==> config.mk <==
export PLATFORM = sky130hd
export DESIGN_NAME = rfd_top
export DESIGN_NICKNAME = d
export VERILOG_FILES = /design/src/rfd_scheme_det.v /design/src/rfd_sync.v /design/src/rfd_top.v
export VERILOG_INCLUDE_DIRS = /design/src
export SDC_FILE = /design/constraint.sdc
export NUM_CORES = 1
export LEC_CHECK = 0
export BUFFER_PORTS_ARGS = -buffer_cell sky130_fd_sc_hd__buf_2
export CORE_MARGIN = 2
export CORE_UTILIZATION = 55
export CTS_BUF_LIST = sky130_fd_sc_hd__clkbuf_8
export DETAILED_ROUTE_END_ITERATION = 10
export PLACE_DENSITY = 0.88
export SYNTH_ARGS = -nofsm -noshare
export SYNTH_HDL_FRONTEND = slang
export SYNTH_HIERARCHICAL = 1
export SYNTH_SLANG_ARGS = --single-unit
==> constraint.sdc <==
create_clock -name mclk -period 3 [get_ports mclk]
set_input_delay 0 -clock mclk [delete_from_list [all_inputs] [get_ports mclk]]
set_output_delay 0 -clock mclk [all_outputs]
set_load 0.01 [all_outputs]
==> src/rfd_defs.vh <==
// rfd_defs.vh: register offsets, field positions, reset values and codes for the rf driver block
// assumes byte addressing on a 32-bit apb bus, one register per aligned word
`ifndef RFD_DEFS_VH
`define RFD_DEFS_VH

`define RFD_ADDR_W           8
`define RFD_OFS_DRV_CTRL     8'h00
`define RFD_OFS_PMOS_CW      8'h04
`define RFD_OFS_PMOS_MOD     8'h08
`define RFD_OFS_NMOS         8'h0c
`define RFD_OFS_SENSE_CFG    8'h10
`define RFD_OFS_MODE         8'h14
`define RFD_OFS_STATUS       8'h18

// driver control fields
`define RFD_DC_A_EN          0
`define RFD_DC_B_EN          1
`define RFD_DC_A_INV_ON      2
`define RFD_DC_A_INV_OFF     3
`define RFD_DC_B_INV_ON      4
`define RFD_DC_B_INV_OFF     5
`define RFD_DC_B_CW          6
`define RFD_DC_FORCE_FULL    7
`define RFD_DC_W             8

`define RFD_PMOS_W           6
`define RFD_NMOS_CW_LSB      0
`define RFD_NMOS_MOD_LSB     4
`define RFD_NMOS_FLD_W       4

// field sense config
`define RFD_SC_THR_LSB       0
`define RFD_SC_AMP_BIT       4

// mode register
`define RFD_MD_DET_OFF_BIT   0

`define RFD_RST_DRV_CTRL     8'h00
`define RFD_RST_PMOS_CW      6'h3f
`define RFD_RST_PMOS_MOD     6'h20
`define RFD_RST_NMOS         8'h88
`define RFD_RST_THR          4'h8
`define RFD_GS_OFF           6'h00

// scheme codes reported by the detector
`define RFD_SCH_NONE         2'h0
`define RFD_SCH_106          2'h1
`define RFD_SCH_212          2'h2
`define RFD_SCH_424          2'h3

`endif

==> src/rfd_scheme_det.v <==
// rfd_scheme_det.v: data mode detector, classifies the bit period of the received stream
// assumes rx_bit is already synchronised; mclk is 27.12 MHz derived domain used as mclk here
`timescale 1ns/1ps
`include "rfd_defs.vh"
module rfd_scheme_det #(
	parameter CNT_W   = 10,
	parameter LIM_212 = 10'd96,
	parameter LIM_424 = 10'd48
) (
	mclk,
	rst,
	ce,
	run,
	rx_bit,
	scheme,
	locked
);
	input  wire       mclk;
	input  wire       rst;
	input  wire       ce;
	input  wire       run;
	input  wire       rx_bit;
	output reg  [1:0] scheme;
	output reg        locked;

	reg [CNT_W-1:0] cnt_q;
	reg             prev_q;
	reg             seen_q;

	// period measured between two edges of the received stream
	always @(posedge mclk) begin
		if (rst || !run) begin
			cnt_q  <= {CNT_W{1'b0}};
			prev_q <= 1'b0;
			seen_q <= 1'b0;
			scheme <= `RFD_SCH_NONE;
			locked <= 1'b0;
		end else if (ce) begin
			prev_q <= rx_bit;
			if (rx_bit != prev_q) begin
				cnt_q  <= {CNT_W{1'b0}};
				// the span before the first edge is partial, so that edge only opens the count
				seen_q <= 1'b1;
				if (!locked && seen_q) begin
					locked <= 1'b1;
					if (cnt_q < LIM_424)
						scheme <= `RFD_SCH_424;
					else if (cnt_q < LIM_212)
						scheme <= `RFD_SCH_212;
					else
						scheme <= `RFD_SCH_106;
				end
			end else if (cnt_q != {CNT_W{1'b1}}) begin
				cnt_q <= cnt_q + {{(CNT_W-1){1'b0}}, 1'b1};
			end
		end
	end
endmodule

==> src/rfd_sync.v <==
// rfd_sync.v: two-stage synchroniser for single-bit levels from outside the mclk domain
// assumes input is a slow level; first stage is read only by the second
`timescale 1ns/1ps
module rfd_sync (
	mclk,
	rst,
	ce,
	d,
	q
);
	input  wire mclk;
	input  wire rst;
	input  wire ce;
	input  wire d;
	output reg  q;

	reg meta_q;

	always @(posedge mclk) begin
		if (rst) begin
			meta_q <= 1'b0;
			q      <= 1'b0;
		end else if (ce) begin
			meta_q <= d;
			q      <= meta_q;
		end
	end
endmodule

==> src/rfd_top.v <==
// rfd_top.v: antenna driver selection, conductance selection and field sense control
// assumes mclk is the 27.12 MHz oscillator clock; apb slave with zero wait states
// How it works
// - carrier is mclk divided by two, with an inverted copy available
// - invert-when-on bit drives the complement carrier onto that pin
// - driver a enable low forces off conductance on both arrays
// - envelope high selects pmos continuous-wave register value
// - envelope low selects pmos keying register value
// - nmos continuous-wave value is low nibble of nmos register, envelope high
// - nmos keying value is high nibble of nmos register, envelope low
// - full-depth keying with envelope low pulls pin a to zero
// - driver b continuous-wave bit keeps b output on carrier, conductance still follows envelope
// - one conductance set is shared by both drivers
// - 4-bit threshold, 1111 least sensitive, 0000 most sensitive
// - detected field raises an interrupt, and in soft power-down also wakes the device
// - amplifier enable bit set to 1 switches on the sense amplifier
// - soft power-down always switches the sense amplifier off
// - detector reports 106, 212 or 424 kbit scheme to the receiver
// - scheme detector runs only during the auto anticollision command
// - scheme detector resets while no external field is sensed
// - scheme detect disable bit stops the detector during anticollision
`timescale 1ns/1ps
`include "rfd_defs.vh"
module rfd_top #(
	parameter PMOS_W = `RFD_PMOS_W
) (
	mclk,
	rst,
	ce,
	psel,
	penable,
	pwrite,
	paddr,
	pwdata,
	prdata,
	pready,
	pslverr,
	envelope,
	field_present_pin,
	rx_data_pin,
	soft_power_down,
	auto_anticollision_command,
	antenna_pin_a,
	antenna_pin_b,
	pmos_conductance,
	nmos_conductance,
	field_sense_threshold,
	field_sense_amp_on,
	field_wake,
	field_irq,
	scheme_code,
	scheme_locked,
	scheme_detect_run
);
	input  wire                     mclk;
	input  wire                     rst;
	input  wire                     ce;
	input  wire                     psel;
	input  wire                     penable;
	input  wire                     pwrite;
	input  wire [`RFD_ADDR_W-1:0]   paddr;
	input  wire [31:0]              pwdata;
	output reg  [31:0]              prdata;
	output reg                      pready;
	output reg                      pslverr;
	input  wire                     envelope;
	input  wire                     field_present_pin;
	input  wire                     rx_data_pin;
	input  wire                     soft_power_down;
	input  wire                     auto_anticollision_command;
	output reg                      antenna_pin_a;
	output reg                      antenna_pin_b;
	output reg  [PMOS_W-1:0]        pmos_conductance;
	output reg  [3:0]               nmos_conductance;
	output reg  [3:0]               field_sense_threshold;
	output reg                      field_sense_amp_on;
	output reg                      field_wake;
	output reg                      field_irq;
	output reg  [1:0]               scheme_code;
	output reg                      scheme_locked;
	output reg                      scheme_detect_run;

	// software registers
	reg [`RFD_DC_W-1:0]     driver_control_reg_q;
	reg [PMOS_W-1:0]        pmos_carrier_conductance_reg_q;
	reg [PMOS_W-1:0]        pmos_keying_conductance_reg_q;
	reg [7:0]               nmos_conductance_reg_q;
	reg [3:0]               threshold_q;
	reg                     field_sense_amplifier_enable_q;
	reg                     scheme_detect_disable_q;

	// carrier and synchronised pins
	reg                     carrier_q;
	reg                     env_s1_q;
	reg                     env_q;
	reg                     field_prev_q;
	wire                    field_s;
	wire                    rx_s;
	wire                    carrier_inverted;
	wire [1:0]              det_scheme;
	wire                    det_locked;

	// driver a's enable gates both pins and the shared conductances
	wire driver_a_enable          = driver_control_reg_q[`RFD_DC_A_EN];
	wire driver_b_enable          = driver_control_reg_q[`RFD_DC_B_EN];
	wire driver_a_invert_when_on  = driver_control_reg_q[`RFD_DC_A_INV_ON];
	wire driver_a_invert_when_off = driver_control_reg_q[`RFD_DC_A_INV_OFF];
	wire driver_b_invert_when_on  = driver_control_reg_q[`RFD_DC_B_INV_ON];
	wire driver_b_invert_when_off = driver_control_reg_q[`RFD_DC_B_INV_OFF];
	wire driver_b_continuous_wave = driver_control_reg_q[`RFD_DC_B_CW];
	wire force_full_depth_keying  = driver_control_reg_q[`RFD_DC_FORCE_FULL];

	wire [3:0] nmos_carrier_field = nmos_conductance_reg_q[`RFD_NMOS_CW_LSB +: `RFD_NMOS_FLD_W];
	wire [3:0] nmos_keying_field  = nmos_conductance_reg_q[`RFD_NMOS_MOD_LSB +: `RFD_NMOS_FLD_W];

	wire apb_wr = psel && penable && pwrite;
	wire apb_rd = psel && !penable && !pwrite;

	function addr_known;
		input [`RFD_ADDR_W-1:0] a;
		begin
			case (a)
			`RFD_OFS_DRV_CTRL,
			`RFD_OFS_PMOS_CW,
			`RFD_OFS_PMOS_MOD,
			`RFD_OFS_NMOS,
			`RFD_OFS_SENSE_CFG,
			`RFD_OFS_MODE,
			`RFD_OFS_STATUS: addr_known = 1'b1;
			default: addr_known = 1'b0;
			endcase
		end
	endfunction

	// pin output for one driver: carrier, inverted carrier or low
	function pin_value;
		input car;
		input inv_on;
		input inv_off;
		input force_low;
		input env;
		begin
			if (force_low && !env)
				pin_value = 1'b0;
			else if (env)
				pin_value = inv_on ? ~car : car;
			else
				pin_value = inv_off ? ~car : car;
		end
	endfunction

	rfd_sync u_sync_field (
		.mclk (mclk),
		.rst  (rst),
		.ce   (ce),
		.d    (field_present_pin),
		.q    (field_s)
	);

	rfd_sync u_sync_rx (
		.mclk (mclk),
		.rst  (rst),
		.ce   (ce),
		.d    (rx_data_pin),
		.q    (rx_s)
	);

	always @(posedge mclk) begin
		if (rst)
			carrier_q <= 1'b0;
		else if (ce)
			carrier_q <= ~carrier_q;
	end
	assign carrier_inverted = ~carrier_q;

	// envelope may come from another domain, so it is synchronised like a pin
	// reset high so the carrier starts unmodulated rather than as a keying gap
	always @(posedge mclk) begin
		if (rst) begin
			env_s1_q <= 1'b1;
			env_q    <= 1'b1;
		end else if (ce) begin
			env_s1_q <= envelope;
			env_q    <= env_s1_q;
		end
	end

	// apb write side
	always @(posedge mclk) begin
		if (rst) begin
			driver_control_reg_q           <= `RFD_RST_DRV_CTRL;
			pmos_carrier_conductance_reg_q <= `RFD_RST_PMOS_CW;
			pmos_keying_conductance_reg_q  <= `RFD_RST_PMOS_MOD;
			nmos_conductance_reg_q         <= `RFD_RST_NMOS;
			threshold_q                    <= `RFD_RST_THR;
			field_sense_amplifier_enable_q <= 1'b0;
			scheme_detect_disable_q        <= 1'b0;
		end else if (ce && apb_wr) begin
			case (paddr)
			`RFD_OFS_DRV_CTRL:
				driver_control_reg_q <= pwdata[`RFD_DC_W-1:0];
			`RFD_OFS_PMOS_CW:
				pmos_carrier_conductance_reg_q <= pwdata[PMOS_W-1:0];
			`RFD_OFS_PMOS_MOD:
				pmos_keying_conductance_reg_q <= pwdata[PMOS_W-1:0];
			`RFD_OFS_NMOS:
				nmos_conductance_reg_q <= pwdata[7:0];
			`RFD_OFS_SENSE_CFG: begin
				threshold_q <= pwdata[`RFD_SC_THR_LSB +: 4];
				field_sense_amplifier_enable_q <= pwdata[`RFD_SC_AMP_BIT];
			end
			`RFD_OFS_MODE:
				scheme_detect_disable_q <= pwdata[`RFD_MD_DET_OFF_BIT];
			// status and unmapped offsets ignore writes
			default: ;
			endcase
		end
	end

	// apb answer: ready in the access cycle, read data prepared in setup
	// status samples live values, so two reads in a row may differ
	always @(posedge mclk) begin
		if (rst) begin
			prdata  <= 32'h0000_0000;
			pready  <= 1'b0;
			pslverr <= 1'b0;
		end else if (ce) begin
			// one-cycle answer, never a wait state
			pready  <= psel && !penable;
			pslverr <= psel && !penable && !addr_known(paddr);
			if (apb_rd) begin
				case (paddr)
				`RFD_OFS_DRV_CTRL:  prdata <= {24'h0, driver_control_reg_q};
				`RFD_OFS_PMOS_CW:   prdata <= {{(32-PMOS_W){1'b0}},
								pmos_carrier_conductance_reg_q};
				`RFD_OFS_PMOS_MOD:  prdata <= {{(32-PMOS_W){1'b0}},
								pmos_keying_conductance_reg_q};
				`RFD_OFS_NMOS:      prdata <= {24'h0, nmos_conductance_reg_q};
				`RFD_OFS_SENSE_CFG: prdata <= {27'h0, field_sense_amplifier_enable_q,
								threshold_q};
				`RFD_OFS_MODE:      prdata <= {31'h0, scheme_detect_disable_q};
				`RFD_OFS_STATUS:    prdata <= {26'h0, field_sense_amp_on, field_s,
								scheme_locked, scheme_code, env_q};
				default:            prdata <= 32'h0000_0000;
				endcase
			end
		end
	end

	// drivers: registered so envelope and control changes land on a carrier edge
	always @(posedge mclk) begin
		if (rst) begin
			antenna_pin_a    <= 1'b0;
			antenna_pin_b    <= 1'b0;
			pmos_conductance <= `RFD_GS_OFF;
			nmos_conductance <= 4'h0;
		end else if (ce) begin
			// driver a off: both arrays off, pins parked low
			// pin level is left open when off; parking low keeps the antenna quiet
			if (!driver_a_enable) begin
				pmos_conductance <= `RFD_GS_OFF;
				nmos_conductance <= 4'h0;
				antenna_pin_a    <= 1'b0;
				antenna_pin_b    <= 1'b0;
			end else begin
				// one set shared by both drivers
				if (env_q) begin
					pmos_conductance <= pmos_carrier_conductance_reg_q;
					nmos_conductance <= nmos_carrier_field;
				end else begin
					pmos_conductance <= pmos_keying_conductance_reg_q;
					nmos_conductance <= nmos_keying_field;
				end
				// next carrier phase computed one edge ahead
				antenna_pin_a <= pin_value(carrier_inverted, driver_a_invert_when_on,
					driver_a_invert_when_off, force_full_depth_keying, env_q);
				// continuous-wave driver b ignores envelope
				// driver b also needs its own enable, or it is parked low
				if (!driver_b_enable)
					antenna_pin_b <= 1'b0;
				else if (driver_b_continuous_wave)
					antenna_pin_b <= driver_b_invert_when_on ? carrier_q
						: carrier_inverted;
				else
					antenna_pin_b <= pin_value(carrier_inverted, driver_b_invert_when_on,
						driver_b_invert_when_off, force_full_depth_keying, env_q);
			end
		end
	end

	// field sense controls and detector gating
	always @(posedge mclk) begin
		if (rst) begin
			field_sense_threshold <= `RFD_RST_THR;
			field_sense_amp_on    <= 1'b0;
			field_wake            <= 1'b0;
			field_irq             <= 1'b0;
			field_prev_q          <= 1'b0;
			scheme_detect_run     <= 1'b0;
			scheme_code           <= `RFD_SCH_NONE;
			scheme_locked         <= 1'b0;
		end else if (ce) begin
			// code passed through unchanged: a higher code is less sensitive
			field_sense_threshold <= threshold_q;
			// amplifier enable, forced off in power-down
			// the amplifier is not refused with low codes; that pairing is up to software
			field_sense_amp_on <= field_sense_amplifier_enable_q && !soft_power_down;
			field_prev_q <= field_s;
			// wake level while field seen in power-down, irq pulse on arrival
			// irq is a one-cycle pulse; whoever needs a sticky flag must latch it
			field_wake <= field_s && soft_power_down;
			field_irq  <= field_s && !field_prev_q;
			// only under anticollision field required disable bit
			// field_s is the synchronised sense output, so losing the field also
			// holds the detector in reset a few cycles later
			scheme_detect_run <= auto_anticollision_command && field_s
				&& !scheme_detect_disable_q;
			// scheme result passed to the receiver
			scheme_code   <= det_scheme;
			scheme_locked <= det_locked;
		end
	end

	rfd_scheme_det u_det (
		.mclk   (mclk),
		.rst    (rst),
		.ce     (ce),
		.run    (scheme_detect_run),
		.rx_bit (rx_s),
		.scheme (det_scheme),
		.locked (det_locked)
	);
endmodule

==> results_tabular.tex, run 1 <==
\begin{tabular}{lr}
\hline
Metric & Value \\
\hline
\multicolumn{2}{l}{\textbf{Die}} \\
Initial Util & 56.9\% \\
Vert. Die Dim & between 90 and 100 um \\
Standard-cell row count & 32 \\
Die boundary width & 93.6 um \\
Die area & 8770 um2 \\
Core outline area & 7770 um2 \\
\# IOs & between 100 and 150 \\
\multicolumn{2}{l}{\textbf{Finish}} \\
Register Area & 1800 um2 \\
N\_diodes & 0 \\
Share of cells above drive strength 1 & 19.1\% \\
Layout Cells excl Fill & 658 \\
Filler cell count in the final layout & 607 \\
Design area & 5050 um2 \\
Layout area overhead & 14.3\% \\
Total Nets Final & 603 \\
Footprint of the multi-input gates & 2360 um2 \\
\multicolumn{2}{l}{\textbf{Global routing}} \\
Global-route total usage across every layer & 25.2\% \\
Overflow left after global routing & 0 \\
Maximum number of pins on one net before global-route repair & 56 \\
GRT met1 Usage & 32.6\% \\
Initial antenna violation count & 0 \\
GR Util met3 & under 10\% \\
Vias in the first global route & 3,629 \\
Peak-usage layer in the global routing report & met2 \\
Wire length of the first global-routing pass & 17,600 um \\
Met2 Resource Use GR & around 41\% \\
\multicolumn{2}{l}{\textbf{Power and ir drop}} \\
P\_leak & 2.02 nW \\
Sequential share of power & between 40 and 50\% \\
Logic gate share of total power & 7.7\% \\
Power density relative to cell area & 497 nW/um2 \\
Sw Pwr & 0.567 mW \\
Sw Ratio & 22.6\% \\
Total design power & 2.51 mW \\
Clk network pwr share & a little over two fifths \\
Max rail drop VDD & between 0.3 and 0.4 mV \\
Cell internal power dissipation & 1.94 mW \\
\multicolumn{2}{l}{\textbf{STA}} \\
Number of setup violations in the final report & 0 \\
Transition time of the tightest slew-check pin & $\sim$750 ps \\
Max-slew headroom & approximately half \\
Final worst clock skew & 8.12 ps \\
F\_max & 0.570 GHz \\
Fin. max-slew vios & 0 \\
Fin Setup TNS & 0 ps \\
Unrepaired setup endpoints after global routing & false \\
Final Worst Setup Slack & 1250 ps \\
Period utilisation layout & 58.5\% \\
Count of endpoints failing hold in the final timing report & 0 \\
Post-layout min period & between 1500 and 2000 ps \\
\multicolumn{2}{l}{\textbf{Routing}} \\
Detail-routed via count per cell & between 5 and 6 \\
Antenna Violating Nets Remaining & 0 \\
Post-DR wirelength/cell & 16.3 um \\
First-pass iteration count of the detailed router & 7 \\
Post-detailed-route DRC marker count & 0 \\
Detailed Route WL & 10,700 um \\
DR iter-0 viols & 387 \\
Routed vias & around 3,900 \\
\multicolumn{2}{l}{\textbf{Clock tree}} \\
Cell at the root of the clock tree & sky130\_fd\_sc\_hd\_\_clkbuf\_8 \\
Clk sinks & 90 \\
Clock latency on the worst-skew pair & 350 ps \\
H-Tree Level Count & 3 \\
Maximum buffer depth of the clock tree & 2 \\
TritonCTS clock tree & done \\
Setup Buffers After CTS & 0 \\
Clock slew at the register clock pins of the worst setup and hold paths & 90 ps \\
Cts bufs inserted & 9 \\
\multicolumn{2}{l}{\textbf{Yosys}} \\
Netlist area before placement & about 4400 um2 \\
Part of the Yosys area used for sequential elements & 40.8\% \\
Synth top cells by count & sky130\_fd\_sc\_hd\_\_dfxtp\_1, sky130\_fd\_sc\_hd\_\_nor2\_1, sky130\_fd\_sc\_hd\_\_a21oi\_1 \\
Most used flip-flop cell after synthesis & sky130\_fd\_sc\_hd\_\_dfxtp\_1 \\
Synth Area in Compound Gates & 14.8\% \\
Number of flops mapped to enable cells by yosys & 0 \\
Mean post-synth cell area & 8.89 um2 \\
Post-synthesis share of cell area spent on xor and xnor gates & 1.73\% \\
Main combinational cell family by area after synthesis & simple AND/OR/NAND/NOR gates \\
Most repeated cell in the gate-level netlist after synthesis & sky130\_fd\_sc\_hd\_\_dfxtp\_1 \\
Fraction of registers with async set or reset after synthesis & 0\% \\
Post-Synthesis Cells & 497 \\
Post-synthesis sequential element count & 90 \\
Synthesized-area fraction occupied by adder cells & 0.283\% \\
Fraction of post-synthesis cell area in the top cell type by area & just over 40\% \\
Top area cells in the synthesized netlist & sky130\_fd\_sc\_hd\_\_dfxtp\_1, sky130\_fd\_sc\_hd\_\_mux2i\_1, sky130\_fd\_sc\_hd\_\_a21oi\_1 \\
Synthesis Warnings & 6 \\
Simple-Gate Fraction of Synth Area & $\sim$22\% \\
Most area-hungry cell type in the Yosys netlist & sky130\_fd\_sc\_hd\_\_dfxtp\_1 \\
Count of cell types in the netlist & 60 \\
Multiplexer share of the synthesized area & 12.8\% \\
\multicolumn{2}{l}{\textbf{Status}} \\
Run status & finished clean \\
\multicolumn{2}{l}{\textbf{Critical path}} \\
End of the worst register-to-register path & u\_det/cnt\_q[0] \\
Type of element launching the critical path & register \\
Critical path capture point & u\_det/cnt\_q[0] \\
Depth of the worst register-to-register path & 5 \\
Reg2Reg Launch Point & u\_det/cnt\_q[0] \\
Kind of critical path & reg2reg \\
Max Fanout on Critical Path & 7 \\
Arrival time reported for the critical path endpoint & 2030 ps \\
CP required & 3270 ps \\
Crit end category & register \\
Crit path from & u\_det/cnt\_q[0] \\
Worst reg2reg setup slack & 1250 ps \\
\multicolumn{2}{l}{\textbf{Placed design}} \\
Last weighted congestion value of the routability-driven placer & 0.881 \\
Cell Area, Placed & $\sim$4600 um2 \\
Count of input and output buffers & 59 \\
Pre-CTS setup slack & 1020 ps \\
Half-perimeter wire length of the detailed placement result & 7150 um \\
Count of placed standard cells including taps & about 630 \\
\multicolumn{2}{l}{\textbf{Flow run}} \\
Max-cap check violation count & 0 \\
\multicolumn{2}{l}{\textbf{Hold path}} \\
Class of the worst hold path & in2reg \\
\hline
\end{tabular}
-- sequential cells by signal, summed over array words and instances (netlist names), 4 cells and up --
signal	cells
driver_control_reg_q	8
nmos_conductance_reg_q	8
nmos_conductance	4
pmos_carrier_conductance_reg_q	6
pmos_conductance	6
pmos_keying_conductance_reg_q	6
threshold_q	4
field_sense_threshold	4
u_det/cnt_q	10
prdata	8
-- how the worst min path moves through the flow --
stage	start	endpoint	slack [ps]	cells after the start
after CTS	pwrite	prdata[7]	10	4
final	pwrite	prdata[7]	20	4
after floorplan	rst	u_sync_field/meta_q	70	1
after global placement	envelope	env_s1_q	210	2
after global routing	pwrite	prdata[7]	30	4
after detailed placement	envelope	env_s1_q	210	2
-- layer usage --
| metal | vias up | part of all wire, % |
|---|---|---|
| li1 | 1813 | - |
| met1 | 1785 | 42 |
| met2 | 222 | 47 |
| met3 | 37 | 7.9 |
| met4 | 0 | 3.0 |
| met5 | - | 0 |
-- placed cells by master, fill, tap and decap left out, types with 4 or more instances in the layout --
cell                            synthesis  layout
sky130_fd_sc_hd__dlygate4sd3_1          0      15
sky130_fd_sc_hd__a21oi_1               48      48
sky130_fd_sc_hd__mux2i_1               34      34
sky130_fd_sc_hd__mux2_2                10      10
sky130_fd_sc_hd__nand2b_1              20      20
sky130_fd_sc_hd__buf_4                 24       4
sky130_fd_sc_hd__dfxtp_1               90      90
sky130_fd_sc_hd__nand3_1               26      26
sky130_fd_sc_hd__bufinv_16              0       4
sky130_fd_sc_hd__o21ai_0               12      12
sky130_fd_sc_hd__nor2b_1               16      16
sky130_fd_sc_hd__a31oi_1                5       5
sky130_fd_sc_hd__inv_1                  4       4
sky130_fd_sc_hd__mux4_2                 5       5
sky130_fd_sc_hd__o21ai_1               20      20
sky130_fd_sc_hd__clkbuf_8               0      10
sky130_fd_sc_hd__buf_2                  7      59
sky130_fd_sc_hd__nand2_1               22      22
sky130_fd_sc_hd__nor2_1                56      56
sky130_fd_sc_hd__conb_1                 1      24
sky130_fd_sc_hd__nand3b_1               6       6
sky130_fd_sc_hd__nor3_1                 4       4
-- power groups by stage --
stage	Sequential [mW]	Clock [mW]	Combinational, mW
3_5_place_dp	1.24	0	0.172
5_1_grt	1.22	1.17	0.208
6_report	1.21	1.10	0.192
4_1_cts	1.21	1.11	0.189
2_1_floorplan	1.23	0	0.150
3_3_place_gp	1.24	0	0.167
-- critical path: stages (launching register included) --
cell and delay [ps]:
sky130_fd_sc_hd__dfxtp_1 370, sky130_fd_sc_hd__ha_1 230, sky130_fd_sc_hd__nand4_2 240, sky130_fd_sc_hd__o41ai_2 560, sky130_fd_sc_hd__nand2_1 110, sky130_fd_sc_hd__a21oi_1 160
-- repair_timing --
action	4_1_cts	5_1_grt
hold buffers	15	0
gates resized for setup	0	0
hold endpoints to repair	31	0
-- area by class of cell --
| class | instances | share of cell area [%] |
|---|---|---|
| multi-input combinational | 368 | 46.7 |
| sequential | 90 | 35.7 |
| timing repair buffer | 78 | 9.42 |
| clock buffer | 10 | 2.73 |
| clock inverter | 6 | 2.70 |
| tap | 102 | 2.53 |
| inverter | 4 | 0.297 |
-- per-stage QoR --
| step | hold WS (ps) | utilization [%] |
|---|---|---|
| floorplan | 72.4 | - |
| global placement | 210 | 59.6 |
| detailed placement | 214 | 59.6 |
| CTS | 11.3 | 65.0 |
| global route | 28.4 | 65.0 |
| finish | 20.7 | 65.0 |
-- cells by family after synthesis --
kind of cell	count (synthesis)
flip-flops	90
adder cells (fa/ha/maj)	1
other	1
multiplexers	49
AND/OR/NAND/NOR	176
AO/OA/AOI/OAI	111
XOR/XNOR	7
buffers and inverters	62
Power figures use the tool's default switching activity.
==> run 2: changes to the inputs <==
- CORE_UTILIZATION: 55 -> 50
- PLACE_DENSITY: 0.88 -> 0.84
- clock period: 3 -> 1.44 ns (I/O delays scaled with it)
==> results_tabular.tex, run 2 (synthesis results as in run 1) <==
\begin{tabular}{lr}
\hline
Metric & Value \\
\hline
\multicolumn{2}{l}{\textbf{Finish}} \\
Filler cell count in the final layout & 728 (+20\%) \\
Flip-flop count of the largest register, all copies and words added & 10 (unchanged) \\
Layout area overhead & 21.3\% \\
Share of the core filled with cells & 62.0\% (-3.0 points) \\
Layout Cells excl Fill & 700 (+6.4\%) \\
Most common cell after layout, fill and taps aside & sky130\_fd\_sc\_hd\_\_dfxtp\_1 \\
N\_diodes & 0 (unchanged) \\
Most frequent cells in the layout & sky130\_fd\_sc\_hd\_\_dfxtp\_1, sky130\_fd\_sc\_hd\_\_buf\_2, sky130\_fd\_sc\_hd\_\_nor2\_1, sky130\_fd\_sc\_hd\_\_a21oi\_1, sky130\_fd\_sc\_hd\_\_buf\_4 \\
Share of cells above drive strength 1 & 26.4\% (+7.3 points) \\
Total Nets Final & 639 (+6.0\%) \\
Design area & 5360 um2 (+6.1\%) \\
Most flops, register & u\_det/cnt\_q \\
\multicolumn{2}{l}{\textbf{Critical path}} \\
Type of element launching the critical path & register \\
Crit path from & u\_det/cnt\_q[0] \\
Max Fanout on Critical Path & 5 (-2) \\
Kind of critical path & reg2reg \\
Number of buffer and inverter stages on the critical path & 1 (+1) \\
CP required & 1720 ps (-1550 ps) \\
Highest cell delay on the worst timing path & 370 ps (-190 ps) \\
Arrival time reported for the critical path endpoint & 1730 ps (-300 ps) \\
Reg2Reg Launch Point & u\_det/cnt\_q[0] \\
Slowest stage cell, crit path & sky130\_fd\_sc\_hd\_\_o41ai\_2 \\
CP cell instances & ha\_4, nand4\_4, o41ai\_2, buf\_4, nand4b\_1, o31ai\_1 \\
Crit end category & register \\
End of the worst register-to-register path & u\_det/cnt\_q[7] \\
Worst path top cell family by delay & compound AO/OA/AOI/OAI gates \\
Worst reg2reg setup slack & -10 ps (-1260 ps) \\
Depth of the worst register-to-register path & 6 (+1) \\
\multicolumn{2}{l}{\textbf{Clock tree}} \\
TritonCTS clock tree & done \\
H-Tree Level Count & 3 (unchanged) \\
Clock slew at the register clock pins of the worst setup and hold paths & 90 ps (about the same) \\
Clock latency on the worst-skew pair & 370 ps (+20 ps) \\
Cts bufs inserted & 9 (unchanged) \\
Cell at the root of the clock tree & sky130\_fd\_sc\_hd\_\_clkbuf\_8 \\
Clk sinks & 90 (unchanged) \\
Maximum buffer depth of the clock tree & 2 (unchanged) \\
\multicolumn{2}{l}{\textbf{Die}} \\
Initial Util & 51.2\% (-5.7 points) \\
\# IOs & 108 (unchanged) \\
Core outline area & 8640 um2 (+11\%) \\
Die area & 9600 um2 (+9.6\%) \\
Die boundary width & 98 um (+4.7\%) \\
Vert. Die Dim & 98 um (+4.7\%) \\
Standard-cell row count & 34 (+6.3\%) \\
\multicolumn{2}{l}{\textbf{STA}} \\
Count of endpoints failing hold in the final timing report & 0 (unchanged) \\
Unrepaired setup endpoints after global routing & true \\
F\_max & 0.689 GHz (+21\%) \\
Fin. max-slew vios & 0 (unchanged) \\
Worst hold margin & 69.9 ps (+49.2 ps) \\
Fin Setup TNS & -21.5 ps (-21.5 ps) \\
Final Worst Setup Slack & -11.9 ps (-1260 ps) \\
Period utilisation layout & 101\% (+42 points) \\
Number of setup violations in the final report & 2 (+2) \\
Post-layout min period & 1450 ps (-302 ps) \\
Final worst clock skew & 16.7 ps (+8.57 ps) \\
\multicolumn{2}{l}{\textbf{Hold path}} \\
Worst-case hold path end point & scheme\_detect\_disable\_q \\
Class of the worst hold path & in2reg \\
Hold Crit Depth & 3 (-1) \\
Min-delay src & paddr[2] \\
\multicolumn{2}{l}{\textbf{Placed design}} \\
Cell Area, Placed & 4890 um2 (+5.7\%) \\
Pre-CTS setup slack & -244 ps (-1260 ps) \\
Count of input and output buffers & 59 (unchanged) \\
Count of placed standard cells including taps & 664 (+5.9\%) \\
Half-perimeter wire length of the detailed placement result & 7610 um (+6.4\%) \\
Last weighted congestion value of the routability-driven placer & 0.934 (+6.0\%) \\
\multicolumn{2}{l}{\textbf{Global routing}} \\
Initial antenna violation count & 0 (unchanged) \\
Global-route total usage across every layer & 22.2\% (-3.0 points) \\
Maximum number of pins on one net before global-route repair & 64 (+14\%) \\
Vias in the first global route & 3,632 (+0.083\%) \\
Overflow left after global routing & 0 (unchanged) \\
Wire length of the first global-routing pass & 17,400 um (-0.94\%) \\
\multicolumn{2}{l}{\textbf{Routing}} \\
Post-DR wirelength/cell & 15.4 um (-5.4\%) \\
Routed vias & 3,915 (+1.5\%) \\
Detail-routed via count per cell & 5.59 (-4.6\%) \\
DR iter-0 viols & 339 (-12\%) \\
Antenna Violating Nets Remaining & 0 (unchanged) \\
Post-detailed-route DRC marker count & 0 (unchanged) \\
Detailed Route WL & 10,800 um (+0.59\%) \\
First-pass iteration count of the detailed router & 5 (-2) \\
\multicolumn{2}{l}{\textbf{Power and ir drop}} \\
Total design power & 4.73 mW (+89\%) \\
Max rail drop VDD & 0.668 mV (+91\%) \\
P\_leak & 2.20 nW (+9.1\%) \\
Power density relative to cell area & 882 nW/um2 (+78\%) \\
\multicolumn{2}{l}{\textbf{Status}} \\
Run status & finished, violations left \\
Violations in the final reports & setup timing \\
\multicolumn{2}{l}{\textbf{Flow run}} \\
Max-cap check violation count & 0 (unchanged) \\
\hline
\end{tabular}
-- run 2: timing repair --
action,4_1_cts,5_1_grt
endpoints found under the hold margin,38,0
resized for setup,8,11
pin swaps,5,3
hold buffers,16,0
setup buffers,2,2
setup endpoints to repair,11,9
-- run 2: layout make-up --
class / count / area, um2 / area share [%]
Sequential cell: 90 / 1810 / 33.8
Tap cell: 108 / 135 / 2.52
Inverter: 4 / 15.0 / 0.280
Timing Repair Buffer: 114 / 773 / 14.4
Multi-Input combinational cell: 368 / 2420 / 45.2
Clock inverter: 6 / 63.8 / 1.19
Clock buffer: 10 / 138 / 2.57
-- run 2: per-layer routing --
layer  track usage (%)  wire [um]
met3              5.08        806
met2              35.6       5010
met4              8.01        210
met1              29.5       4780
met5                 0          0
-- run 2: worst max-delay path by stage --
stage | depth (start not counted) | to | slack (ps)
2_1_floorplan | 5 | nmos_conductance_reg_q[3] | -100
3_3_place_gp | 5 | nmos_conductance_reg_q[0] | -220
3_5_place_dp | 7 | driver_control_reg_q[5] | -240
4_1_cts | 5 | u_det/scheme[0] | -30
5_1_grt | 6 | u_det/cnt_q[0] | -80
6_report | 6 | u_det/cnt_q[7] | -10
-- run 2: power breakdown --
group / switching, mW / internal (mW) / leakage (nW)
combinational: 0.250 / 0.197 / 1.37
sequential: 0.0230 / 2.50 / 0.731
clock: 0.905 / 0.849 / 0.0987
-- run 2: tightest hold or removal path: stages --
cell	delay [ps]
sky130_fd_sc_hd__buf_2	170
sky130_fd_sc_hd__nand4b_1	140
sky130_fd_sc_hd__mux2i_1	70
==> run 3: changes to the inputs <==
- REMOVE_ABC_BUFFERS: unset -> 1
==> results_tabular.tex, run 3 (synthesis results as in run 1) <==
\begin{tabular}{lr}
\hline
Metric & Value \\
\hline
\multicolumn{2}{l}{\textbf{Status}} \\
Run status & finished clean \\
\multicolumn{2}{l}{\textbf{STA}} \\
Unrepaired setup endpoints after global routing & true \\
Number of setup violations in the final report & 0 (-2) \\
Fin. max-slew vios & 0 (unchanged) \\
Count of endpoints failing hold in the final timing report & 0 (unchanged) \\
Post-layout min period & 1420 ps (-33.0 ps) \\
Period utilisation layout & 98.5\% (-2.3 points) \\
Final worst clock skew & 12.5 ps (-4.17 ps) \\
Worst hold margin & 35.9 ps (-34.1 ps) \\
F\_max & 0.705 GHz (+2.3\%) \\
\multicolumn{2}{l}{\textbf{Power and ir drop}} \\
Sequential share of power & 49.4\% (-4.1 points) \\
Clk network pwr share & 41.4\% (+4.3 points) \\
Power density relative to cell area & 944 nW/um2 (+7.0\%) \\
Logic gate share of total power & 9.1\% (-0.3 points) \\
Cell internal power dissipation & 3.91 mW (+10\%) \\
P\_leak & 2.24 nW (+1.8\%) \\
Sw Pwr & 1.20 mW (+1.5\%) \\
Max rail drop VDD & 0.549 mV (-18\%) \\
Total design power & 5.11 mW (+8.0\%) \\
Sw Ratio & 23.4\% (-1.5 points) \\
\multicolumn{2}{l}{\textbf{Routing}} \\
Detail-routed via count per cell & 5.57 (-0.49\%) \\
Post-detailed-route DRC marker count & 0 (unchanged) \\
DR iter-0 viols & 297 (-12\%) \\
Post-DR wirelength/cell & 15.8 um (+2.3\%) \\
Antenna Violating Nets Remaining & 0 (unchanged) \\
Routed vias & 3,879 (-0.92\%) \\
First-pass iteration count of the detailed router & 5 (unchanged) \\
Detailed Route WL & 11,000 um (+1.8\%) \\
\multicolumn{2}{l}{\textbf{Die}} \\
Initial Util & 51.2\% (unchanged) \\
Standard-cell row count & 34 (unchanged) \\
Die boundary width & 98 um (unchanged) \\
\# IOs & 108 (unchanged) \\
Vert. Die Dim & 98 um (unchanged) \\
Die area & 9600 um2 (unchanged) \\
Core outline area & 8640 um2 (unchanged) \\
\multicolumn{2}{l}{\textbf{Clock tree}} \\
H-Tree Level Count & 3 (unchanged) \\
Clk sinks & 90 (unchanged) \\
Cts bufs inserted & 9 (unchanged) \\
TritonCTS clock tree & done \\
Clock slew at the register clock pins of the worst setup and hold paths & 90 ps (about the same) \\
Cell at the root of the clock tree & sky130\_fd\_sc\_hd\_\_clkbuf\_8 \\
Maximum buffer depth of the clock tree & 2 (unchanged) \\
Clock latency on the worst-skew pair & 370 ps (about the same) \\
\multicolumn{2}{l}{\textbf{Critical path}} \\
Crit end category & register \\
Arrival time reported for the critical path endpoint & 1670 ps (-60 ps) \\
Slowest stage cell, crit path & sky130\_fd\_sc\_hd\_\_mux4\_2 \\
CP required & 1690 ps (-30 ps) \\
CP cell instances & mux4\_2, o21ai\_0, o21ai\_0 \\
Highest cell delay on the worst timing path & 480 ps (+110 ps) \\
Max Fanout on Critical Path & 3 (-2) \\
Most used cell along the critical path & sky130\_fd\_sc\_hd\_\_o21ai\_0 \\
Kind of critical path & reg2reg \\
Type of element launching the critical path & register \\
\multicolumn{2}{l}{\textbf{Finish}} \\
Total Nets Final & 636 (-0.47\%) \\
Most common cell after layout, fill and taps aside & sky130\_fd\_sc\_hd\_\_dfxtp\_1 \\
Layout Cells excl Fill & 697 (-0.43\%) \\
Share of the core filled with cells & 62.6\% (+0.59 points) \\
Share of cells above drive strength 1 & 25.5\% (-0.88 points) \\
Most flops, register & u\_det/cnt\_q \\
Design area & 5410 um2 (+0.96\%) \\
N\_diodes & 0 (unchanged) \\
Layout area overhead & 22.4\% \\
Flip-flop count of the largest register, all copies and words added & 10 (unchanged) \\
Most frequent cells in the layout & sky130\_fd\_sc\_hd\_\_dfxtp\_1, sky130\_fd\_sc\_hd\_\_buf\_2, sky130\_fd\_sc\_hd\_\_nor2\_1, sky130\_fd\_sc\_hd\_\_a21oi\_1, sky130\_fd\_sc\_hd\_\_mux2i\_1 \\
\multicolumn{2}{l}{\textbf{Global routing}} \\
Global-route total usage across every layer & 23.1\% (+0.93 points) \\
Maximum number of pins on one net before global-route repair & 42 (-34\%) \\
Wire length of the first global-routing pass & 17,900 um (+2.7\%) \\
Overflow left after global routing & 0 (unchanged) \\
Initial antenna violation count & 0 (unchanged) \\
Vias in the first global route & 3,662 (+0.83\%) \\
\multicolumn{2}{l}{\textbf{Placed design}} \\
Count of placed standard cells including taps & 663 (-0.15\%) \\
Count of input and output buffers & 59 (unchanged) \\
Half-perimeter wire length of the detailed placement result & 7740 um (+1.7\%) \\
Cell Area, Placed & 4910 um2 (+0.36\%) \\
Last weighted congestion value of the routability-driven placer & 0.958 (+2.5\%) \\
\multicolumn{2}{l}{\textbf{Flow run}} \\
Max-cap check violation count & 0 (unchanged) \\
\multicolumn{2}{l}{\textbf{Hold path}} \\
Class of the worst hold path & in2reg \\
\hline
\end{tabular}
==> run 3: routing by layer <==
| layer | vias to the layer above | share of wire (%) | track usage, % | wire [um] |
|---|---|---|---|---|
| li1 | 1882 | - | - | - |
| met1 | 1826 | 42 | 29.3 | 4600 |
| met2 | 153 | 50 | 39.3 | 5490 |
| met5 | - | 0 | 0 | 0 |
| met3 | 18 | 6.5 | 4.29 | 714 |
| met4 | 0 | 1.8 | 8.65 | 200 |
==> run 3: cell type report <==
type / count / area (um2)
multi-input cells: 368 / 2420
well taps: 108 / 135
repair buffers: 111 / 779
inverters: 4 / 15.0
fillers: 715 / 3230
clock buffers: 10 / 138
flip-flops and latches: 90 / 1810
clock inverters: 6 / 114
==> run 3: power by group through the flow <==
| stage | combinational [mW] | clock, mW | sequential, mW |
|---|---|---|---|
| finish | 0.467 | 2.12 | 2.52 |
| floorplan | 0.180 | 0 | 2.58 |
| global route | 0.505 | 2.25 | 2.53 |
| detailed placement | 0.420 | 0 | 2.58 |
| global placement | 0.412 | 0 | 2.58 |
| CTS | 0.461 | 2.15 | 2.52 |
==> run 3: timing repair <==
item	CTS	global route
setup buffers	0	2
pin swaps	1	5
resized for setup	8	9
endpoints found under the setup margin	4	9
hold buffers	16	0
endpoints found under the hold margin	38	0
==> run 3: through the flow <==
step,TNS [ps],worst slack [ps]
2_1_floorplan,-3870,-443
3_3_place_gp,-6370,-235
3_5_place_dp,-7520,-293
4_1_cts,-26.7,-14.3
5_1_grt,0,1.87
6_report,0,21.1
==> run 3: worst paths after layout <==
path	from	end	slack [ps]	cells after the start
worst max-delay path	env_q	prdata[0]	20	3
worst min-delay path	paddr[5]	prdata[6]	40	4
worst max register to register	env_q	prdata[0]	20	3
worst min register to register	prdata[5]	prdata[5]	460	2
==> run 3: critical path, delay by kind of cell (launching register included) <==
family / cells / cell delay [ps]
multiplexers: 1 / 480
AO/OA/AOI/OAI: 2 / 450
flip-flops: 1 / 380
